[config.mk]
export PLATFORM = sky130hd
export DESIGN_NAME = lgp_ports
export DESIGN_NICKNAME = d
export VERILOG_FILES = /design/src/hw/lgp_pkg.sv /design/src/hw/lgp_ports.sv
export SDC_FILE = /design/constraint.sdc
export NUM_CORES = 1
export LEC_CHECK = 0
export BUFFER_PORTS_ARGS = -buffer_cell sky130_fd_sc_hd__buf_2
export CAP_MARGIN = 20
export CELL_PAD_IN_SITES_DETAIL_PLACEMENT = 0
export CELL_PAD_IN_SITES_GLOBAL_PLACEMENT = 1
export CORE_MARGIN = 2
export CORE_UTILIZATION = 35
export CTS_BUF_LIST = sky130_fd_sc_hd__clkbuf_4 sky130_fd_sc_hd__clkbuf_8 sky130_fd_sc_hd__clkbuf_16
export DETAILED_ROUTE_END_ITERATION = 8
export PLACE_DENSITY_LB_ADDON = 0.12
export SETUP_SLACK_MARGIN = 0.15
export SYNTH_ARGS = -nofsm -noshare
export SYNTH_HDL_FRONTEND = slang
export SYNTH_SLANG_ARGS = --single-unit
[constraint.sdc]
create_clock -name mclk -period 3.2 [get_ports mclk]
set_input_delay 0.64 -clock mclk [delete_from_list [all_inputs] [get_ports mclk]]
set_output_delay 0.64 -clock mclk [all_outputs]
set_load 0.01 [all_outputs]
[src/hw/lgp_pkg.sv]
// Purpose: shared constants and types for the lcd-shared gpio ports a and b
// Assumes: wishbone classic slave, 32-bit data, byte addresses
// Notes: register words carry their data in the low bits, upper bits zero
package lgp_pkg;

	// =========================================================
	// widths
	localparam int LGP_PA_W = 8; // port a pins
	localparam int LGP_PB_W = 5; // port b pins, bits 7:5 unimplemented
	localparam int LGP_ADR_W = 8; // wishbone byte address width
	localparam int LGP_DAT_W = 32; // wishbone data width

	// =========================================================
	// register byte offsets
	localparam logic [7:0] LGP_OFF_A_LATCH = 8'h00; // port_a_output_latch
	localparam logic [7:0] LGP_OFF_A_DIR = 8'h04; // port_a_direction
	localparam logic [7:0] LGP_OFF_B_LATCH = 8'h08; // port_b_output_latch
	localparam logic [7:0] LGP_OFF_B_DIR = 8'h0C; // port_b_direction
	// read_modify_write views of the latches: always return the latch
	localparam logic [7:0] LGP_OFF_A_LATCH_RMW = 8'h20;
	localparam logic [7:0] LGP_OFF_B_LATCH_RMW = 8'h28;

	// =========================================================
	// reset values
	localparam logic [7:0] LGP_RST_DIR_A = 8'h00; // all inputs
	localparam logic [4:0] LGP_RST_DIR_B = 5'h00; // all inputs
	localparam logic [7:0] LGP_RST_LATCH_A = 8'h00;
	localparam logic [4:0] LGP_RST_LATCH_B = 5'h00;

	// =========================================================
	// carriers
	// wishbone classic request from the master
	typedef struct packed {
		logic cyc;
		logic stb;
		logic we;
		logic [LGP_ADR_W-1:0] adr;
		logic [3:0] sel;
		logic [LGP_DAT_W-1:0] dat;
	} lgp_wb_req_t;

	// lcd controller function select and drive levels
	typedef struct packed {
		logic [LGP_PA_W-1:0] com_select; // 1 = pin to lcd common
		logic [LGP_PB_W-1:0] seg_select; // 1 = pin to lcd segment
		logic port_input_control; // handover completion bit
		logic [LGP_PA_W-1:0] com_drive; // lcd common levels
		logic [LGP_PB_W-1:0] seg_drive; // lcd segment levels
	} lgp_lcd_t;

	// whole state of the port block
	typedef struct packed {
		logic [LGP_PA_W-1:0] pa_sync1;
		logic [LGP_PA_W-1:0] pa_sync2;
		logic [LGP_PB_W-1:0] pb_sync1;
		logic [LGP_PB_W-1:0] pb_sync2;
		logic [LGP_PA_W-1:0] pa_latch;
		logic [LGP_PA_W-1:0] pa_dir;
		logic [LGP_PB_W-1:0] pb_latch;
		logic [LGP_PB_W-1:0] pb_dir;
		logic [LGP_PA_W-1:0] pa_out;
		logic [LGP_PA_W-1:0] pa_oe;
		logic [LGP_PB_W-1:0] pb_out;
		logic [LGP_PB_W-1:0] pb_oe;
		logic ack;
		logic [LGP_DAT_W-1:0] dat_o;
	} lgp_state_t;

	localparam lgp_state_t LGP_RST_STATE = '{
		pa_sync1: 8'h00, pa_sync2: 8'h00,
		pb_sync1: 5'h00, pb_sync2: 5'h00,
		pa_latch: LGP_RST_LATCH_A, pa_dir: LGP_RST_DIR_A,
		pb_latch: LGP_RST_LATCH_B, pb_dir: LGP_RST_DIR_B,
		pa_out: 8'h00, pa_oe: 8'h00,
		pb_out: 5'h00, pb_oe: 5'h00,
		ack: 1'b0, dat_o: 32'h0000_0000
	};

endpackage : lgp_pkg

[src/hw/lgp_ports.sv]
// Purpose: gpio ports a (8 pins) and b (5 pins) shared with lcd outputs
// Assumes: one clock mclk, synchronous active-high rst, wishbone classic
// Notes: pads are split into in, out and output enable
//
// Added by the designer: the Wishbone register port and the address map.
`timescale 1ns/1ps

// Function
// - direction bit 1 makes the pin output
// - direction bit 0 makes the pin input
// - output pin drives its latch bit
// - writes update latch; input pins stay undriven
// - normal read of output bit returns latch
// - normal read of input bit returns pin
// - read_modify_write read always returns latch
// - bit 0 is low, bit 1 is high
// - reset clears all direction bits to input
// - standby with float bit floats every pin
// - floated pins read as low internally
// - float bit 0 keeps pin state in standby
// - common select 1 hands port a pin to lcd
// - common select 0 keeps port a pin gpio
// - segment select 1 hands port b pin to lcd
// - segment select 0 keeps port b pin gpio
// - port a has eight pins, bits 0 to 7
// - port b has five pins, bits 0 to 4
module lgp_ports (
	// clock and reset
	input wire logic mclk,
	input wire logic rst,
	// wishbone classic slave
	input lgp_pkg::lgp_wb_req_t wb_req,
	output logic [lgp_pkg::LGP_DAT_W-1:0] wb_dat_o,
	output logic wb_ack_o,
	// lcd controller side
	input lgp_pkg::lgp_lcd_t lcd,
	// standby control
	input wire logic standby_active,
	input wire logic standby_pin_float,
	// port a pads
	input wire logic [lgp_pkg::LGP_PA_W-1:0] pa_in,
	output logic [lgp_pkg::LGP_PA_W-1:0] pa_out,
	output logic [lgp_pkg::LGP_PA_W-1:0] pa_oe,
	// port b pads
	input wire logic [lgp_pkg::LGP_PB_W-1:0] pb_in,
	output logic [lgp_pkg::LGP_PB_W-1:0] pb_out,
	output logic [lgp_pkg::LGP_PB_W-1:0] pb_oe
);
	import lgp_pkg::*;

	// =========================================================
	// state and combinational helpers
	lgp_state_t st; // registered state
	lgp_state_t next_st; // next state
	logic flt; // pins floated by standby
	logic req; // bus cycle active
	logic new_req; // request not yet answered
	logic wr; // write takes effect at this edge
	logic [LGP_PA_W-1:0] pa_val; // gated port a input value
	logic [LGP_PB_W-1:0] pb_val; // gated port b input value
	logic [LGP_PA_W-1:0] pa_rd; // port a normal read value
	logic [LGP_PB_W-1:0] pb_rd; // port b normal read value

	// =========================================================
	// next-state logic
	always_comb begin
		next_st = st;
		// standby float only when the float bit is set
		flt = standby_active & standby_pin_float;
		// two-stage synchronisers on the pads
		next_st.pa_sync1 = pa_in;
		next_st.pa_sync2 = st.pa_sync1;
		next_st.pb_sync1 = pb_in;
		next_st.pb_sync2 = st.pb_sync1;
		// input gating: floated pins read low, lcd pins blocked while port_input_control is set
		pa_val = flt ? '0 : st.pa_sync2 &
			~(lcd.com_select & {LGP_PA_W{lcd.port_input_control}});
		pb_val = flt ? '0 : st.pb_sync2 &
			~(lcd.seg_select & {LGP_PB_W{lcd.port_input_control}});
		// per bit: latch for outputs, pin for inputs
		pa_rd = (st.pa_dir & st.pa_latch) | (~st.pa_dir & pa_val);
		pb_rd = (st.pb_dir & st.pb_latch) | (~st.pb_dir & pb_val);
		// bus handshake: answer one cycle after the request
		req = wb_req.cyc & wb_req.stb;
		new_req = req & ~st.ack;
		next_st.ack = new_req;
		wr = req & st.ack & wb_req.we & wb_req.sel[0];
		// register writes at the edge the master sees ack
		if (wr) begin
			case (wb_req.adr)
				LGP_OFF_A_LATCH: next_st.pa_latch = wb_req.dat[7:0];
				LGP_OFF_A_DIR: next_st.pa_dir = wb_req.dat[7:0];
				LGP_OFF_B_LATCH: next_st.pb_latch = wb_req.dat[4:0];
				LGP_OFF_B_DIR: next_st.pb_dir = wb_req.dat[4:0];
				default: begin
					// unmapped: write ignored
				end
			endcase
		end
		// read data prepared with ack, zero otherwise
		next_st.dat_o = '0;
		if (new_req && !wb_req.we) begin
			case (wb_req.adr)
				LGP_OFF_A_LATCH: next_st.dat_o[7:0] = pa_rd;
				LGP_OFF_A_DIR: next_st.dat_o[7:0] = st.pa_dir;
				LGP_OFF_B_LATCH: next_st.dat_o[4:0] = pb_rd;
				LGP_OFF_B_DIR: next_st.dat_o[4:0] = st.pb_dir;
				LGP_OFF_A_LATCH_RMW: next_st.dat_o[7:0] = st.pa_latch;
				LGP_OFF_B_LATCH_RMW: next_st.dat_o[4:0] = st.pb_latch;
				default: begin
					// unmapped: reads zero
				end
			endcase
		end
		// port a and b pads: lcd common or segment, gpio or float
		if (flt) begin
			next_st.pa_oe = '0;
			next_st.pa_out = '0;
			next_st.pb_oe = '0;
			next_st.pb_out = '0;
		end else begin
			next_st.pa_oe = lcd.com_select |
				(~lcd.com_select & next_st.pa_dir);
			next_st.pa_out = (lcd.com_select & lcd.com_drive) |
				(~lcd.com_select & next_st.pa_latch);
			next_st.pb_oe = lcd.seg_select |
				(~lcd.seg_select & next_st.pb_dir);
			next_st.pb_out = (lcd.seg_select & lcd.seg_drive) |
				(~lcd.seg_select & next_st.pb_latch);
		end
	end

	// =========================================================
	// state register
	always_ff @(posedge mclk) begin
		if (rst) begin
			st <= LGP_RST_STATE;
		end else begin
			st <= next_st;
		end
	end

	// =========================================================
	// outputs straight from flip-flops
	assign wb_dat_o = st.dat_o;
	assign wb_ack_o = st.ack;
	assign pa_out = st.pa_out;
	assign pa_oe = st.pa_oe;
	assign pb_out = st.pb_out;
	assign pb_oe = st.pb_oe;
endmodule : lgp_ports

; After elaboration in Yosys (flattened, before gate mapping)
; Cells that the tools add are included.
[totals]
in_bits = 91
register_bits = 111
[classes]
eq_ne = 5
n_reduce_logical = 5
n_bitwise = 34
muxes = 9
[op_table]
columns = operator, count
row1 = $and 8x8->8, 7
row2 = $and 5x5->5, 7
row3 = $pmux 5 s6, 1
row4 = $mux 26, 1
row5 = $mux 8, 3
row6 = $not 8->8, 3
row7 = $or 8x8->8, 3
row8 = $eq 8x4->1 const B, 2
row9 = $eq 8x6->1 const B, 2
row10 = $mux 5, 3
row11 = $not 5->5, 3
row12 = $or 5x5->5, 3
row13 = $pmux 3 s3, 1
row14 = $eq 8x3->1 const B, 1
row15 = $logic_not 8->1, 1
row16 = $and 1x1->1, 6
row17 = $reduce_or 2->1, 2
row18 = $not 1->1, 2
row19 = $logic_and 1x1->1, 1
row20 = $logic_not 1->1, 1

; Depth between registers and ports, before layout
[logic_depth]
ltp_word = 7
depth_mapped = 6
depth_no_buf = 4

; Least setup slack after synthesis
; No wires, ideal clock.
[synth_timing]
kind = input port to flip-flop
startpoint = input wb_req[41] in the netlist's numbering
endpoint = register st (netlist bit pa_oe[0])
stages = 6
path_slack_ps = 753
t_arrival_ps = 2315
setup_ps = 132
n_path_buf = 2
t_required_ps = 3068
path_cell_list = or4_4 > buf_6 > or4b_1 > clkbuf_1 > a22oi_1 > a21oi_1
[synth_between]
elab_chain_cells = 5
[synth_lines]
columns = item, line_no
row1 = from (decl), lgp_ports.sv:32  ; input lgp_pkg::lgp_wb_req_t wb_req,
row2 = $eq 8x3->1, lgp_ports.sv:90  ; case (wb_req.adr)
row3 = $mux 8, lgp_ports.sv:90
row4 = $mux 26, lgp_ports.sv:89  ; if (wr) begin
row5 = $and 8x8->8, lgp_ports.sv:123  ; (~lcd.com_select & next_st.pa_dir);
row6 = $or 8x8->8, lgp_ports.sv:122  ; next_st.pa_oe = lcd.com_select |
row7 = to (signal assigned), lgp_ports.sv:139  ; st <= next_st;
row8 = to (decl), lgp_ports.sv:53  ; lgp_state_t st;
; Every way passes these cells.
; A chain may end at the register's enable or synchronous reset.

; Worst setup path after layout
[layout_timing]
startpoint = input wb_req[41] in the netlist's numbering
endpoint = register st (netlist bit pb_oe[4])
[layout_between]
elab_chain_cells = 5
[layout_lines]
columns = item, line_no
row1 = $eq 8x4->1, lgp_ports.sv:90
row2 = $mux 5, lgp_ports.sv:90
row3 = $mux 26, lgp_ports.sv:89
row4 = $and 5x5->5, lgp_ports.sv:127  ; (~lcd.seg_select & next_st.pb_dir);
row5 = $or 5x5->5, lgp_ports.sv:126  ; next_st.pb_oe = lcd.seg_select |
; Every way passes these cells.

==> results.txt <==
After synthesis, the share of flip-flops with an asynchronous set or reset is 0%. The antenna violation net count after detailed routing came out at 0. The relative max-transition margin is 53.3%.

The chip height came out at 108 um. The overall fraction of global-route tracks in use is 16.4%. The library cells used most frequently in the layout, excluding fill and tap cells, are 98 x sky130_fd_sc_hd__buf_2, 87 x sky130_fd_sc_hd__dfxtp_1, 45 x sky130_fd_sc_hd__nor2_1. For hold timing, the worst endpoint is st[88]. The number of clock buffers added by TritonCTS is 9. The clock latency on the worst-skew pair is 0.37 ns.

The number of antenna cells inserted came out at 0. The worst register-to-register path begins at wb_ack_o. The aggregate routed wire length is 9470 um. The kind of critical path is primary input to flip-flop. The pin count of the biggest net entering global routing came out at 46. The cell count of the worst hold path came out at 1.

The path class of the tightest hold or removal check is flip-flop to flip-flop. The DRC marker count from the first detailed-route iteration came out at 162. The number of antenna violations at the first check in global routing is 0.

The number of buffers added on ports came out at 98. The count of filler cells inserted in the layout came out at 1147. In the final timing run, aggregate negative setup slack is 0 ns. The footprint of the multi-input gates is 1590 sq um. The total global routing overflow came out at 0. The total standard cell area after synthesis is 3820 sq um. STA classifies the critical path endpoint as a flip-flop. After layout, the worst path uses 73.2% of the clock period. Summed over all cells, the static leakage comes to 1.84 nW. The final RePlAce weighted congestion is 0.828. The count of unique library cells instantiated by Yosys came out at 38. The first detailed-routing pass took 4 iterations. The largest voltage drop on the vdd net is 0.177 mV. The CTS H-tree depth came out at 3. The cell count after synthesis came out at 412.

The count of final hold-check violations came out at 0. The number of cells upsized or downsized after cts is 0. The quantity of hold-fixing buffers added after cts is 0. The region available for standard cell placement spans 10700 sq um. The number of top-level pins came out at 150. The horizontal extent of the die is 108 um. Setup repair after global routing left no endpoint under its margin. The endpoint of the lowest-slack register-to-register path is pa_oe[0]. The cell sitting at the root of the clock tree is a sky130_fd_sc_hd__clkbuf_8. The total setup buffers inserted after CTS is 0.

The register area came out at 1740 sq um. The worst-path maximum fanout is 13. The average size of a mapped cell came out at 9.27 sq um.

The worst hold path begins at next_st[88]. The CTS tree is yes. The transition time at the pin with the least slew margin is 0.691 ns. The number of placed instances with taps included came out at 601. The via-per-instance ratio came out at 4.75. In this run the register-to-register setup slack is 1.19 ns. The die area came out at 11800 sq um. The signed area change from the synthesized netlist to the final layout is 12.9%.

The critical path arrival came out at 2.59 ns. The number of global-route vias before repair is 2771. The ratio of cells with drive above 1 in the final layout came out at 27.0%.

Once layout is complete, the utilization of the core stands at 40.1%. Once the floorplan was initialized, standard cells occupied 35.5% of the core. The proportion of synthesized chip area in sequential cells came out at 45.6%. The required time at the endpoint of the critical path is 3.45 ns.

The via total after detailed routing came out at 2930. Clock-pin slew was measured on the worst setup and hold paths at 0.09 ns. The count of final setup violators came out at 0. Yosys printed 0 warnings. The final-report max-slew violation count came to 0. The flow ran to the end, and the final reports show no timing, DRC or antenna violations.

The floorplan row count came out at 38. The highest attainable clock frequency is 0.427 GHz. STA classifies the critical path startpoint as a primary input.

Dividing total power by cell area gives a power density of 491 nW/um^2. The total number of nets in the final design is 563. The global-route wire length before repair came out at 14500 um. The reported max-cap violation count is 0. The depth of the worst register-to-register path is 5. After the flow finishes, the layout carries non-filler instances totaling 617. The flip-flop cell with the highest count after synthesis is sky130_fd_sc_hd__dfxtp_1.

After detailed routing, the number of remaining DRC violations is 0. Across all setup checks in the final design, the least slack found is 0.859 ns. The number of synthesized register bits is 87. The CTS sink count came out at 87. In this run the deepest clock path goes through 2 buffers. The most common cell after layout, fill and taps aside is sky130_fd_sc_hd__buf_2. The number of enable flip-flop cells after synthesis is 0. Prior to clock tree synthesis, the placed netlist has a worst setup slack of 0.485 ns. The clock period could shrink to 2.34 ns. The routed wire length per instance is 15.4 um. The half-perimeter wire length after detailed placement came out at 7210 um. The clock tree skew after final layout is 0.0129 ns.
stage by stage:
stage | cell area, sq um | power, mW | hold slack, ns
finish | 4310 | 2.12 | 0.439
CTS | 4310 | 2.15 | 0.440
detailed placement | 4100 | 1.34 | 0.420
global placement | 4100 | 1.34 | 0.421
global route | 4310 | 2.22 | 0.458
floorplan | 3910 | 1.29 | 0.414
cell families (layout without fill, tap and decap cells):
| kind of cell | count (synthesis) | count (layout) | share of synthesized area (%) |
|---|---|---|---|
| multiplexers | 22 | 22 | 5.77 |
| flip-flops | 87 | 87 | 45.6 |
| buffers and inverters | 92 | 134 | 14.9 |
| AND/OR/NAND/NOR | 137 | 137 | 20.9 |
| AO/OA/AOI/OAI | 73 | 73 | 12.7 |
| other | 1 | 24 | 0.0982 |
Yosys cell counts (7+ instances only):
cell type	instances	area share, %
sky130_fd_sc_hd__dfxtp_1	87	46
sky130_fd_sc_hd__buf_4	58	11
sky130_fd_sc_hd__nor2_1	45	4.4
sky130_fd_sc_hd__nor2b_1	31	5.1
sky130_fd_sc_hd__a21oi_1	25	3.3
sky130_fd_sc_hd__mux2i_1	22	5.8
sky130_fd_sc_hd__clkbuf_1	20	2.0
sky130_fd_sc_hd__a211oi_1	13	2.6
sky130_fd_sc_hd__inv_1	13	1.3
sky130_fd_sc_hd__nand2_1	12	1.2
sky130_fd_sc_hd__o21ai_0	9	1.2
sky130_fd_sc_hd__nand3_1	8	1.0
sky130_fd_sc_hd__nand2b_1	7	1.1
flip-flops by register name (all words and copies together), names as in the netlist:
signal    flops
pb_out        5
pa_oe         8
st           39
wb_ack_o      1
pa_out        8
wb_dat_o      8
pb_oe         5
next_st      13
worst max-delay path by stage:
stage	cells past startpoint	to	slack [ns]	from
2_1_floorplan	6	pa_oe[0]	0.75	wb_req[41]
3_3_place_gp	5	pa_oe[0]	0.49	wb_req[41]
3_5_place_dp	5	pa_oe[0]	0.48	wb_req[41]
4_1_cts	5	pa_oe[0]	0.88	wb_req[41]
5_1_grt	5	pa_oe[3]	0.80	wb_req[38]
6_report	6	pb_oe[4]	0.86	wb_req[41]
critical path: stages:
cell and delay [ns]:
sky130_fd_sc_hd__buf_2 0.16, sky130_fd_sc_hd__or4_4 0.54, sky130_fd_sc_hd__buf_4 0.21, sky130_fd_sc_hd__or4_1 0.67, sky130_fd_sc_hd__mux2i_1 0.26, sky130_fd_sc_hd__a21oi_1 0.09
layer usage:
layer,vias up,GRT usage (%),wire length (um)
li1,1467,-,-
met1,1361,21.8,4410
met2,93,25.8,4390
met3,9,3.98,557
met4,0,6.04,118
met5,-,0,0
area by class of cell:
class | count | share of cell area (%)
inverters | 13 | 1.13
clock buffers | 10 | 3.19
flip-flops and latches | 87 | 40.4
clock inverters | 6 | 1.71
multi-input cells | 256 | 36.9
well taps | 140 | 4.06
repair buffers | 105 | 12.6
report_power, final:
group          switching [mW]  internal (mW)  total (mW)
Clock                   0.415          0.393       0.808
Sequential            0.00904           1.11        1.12
Combinational           0.114         0.0739       0.188
Total                   0.538           1.58        2.12
Note: power is estimated with default switching activity, not from simulation.
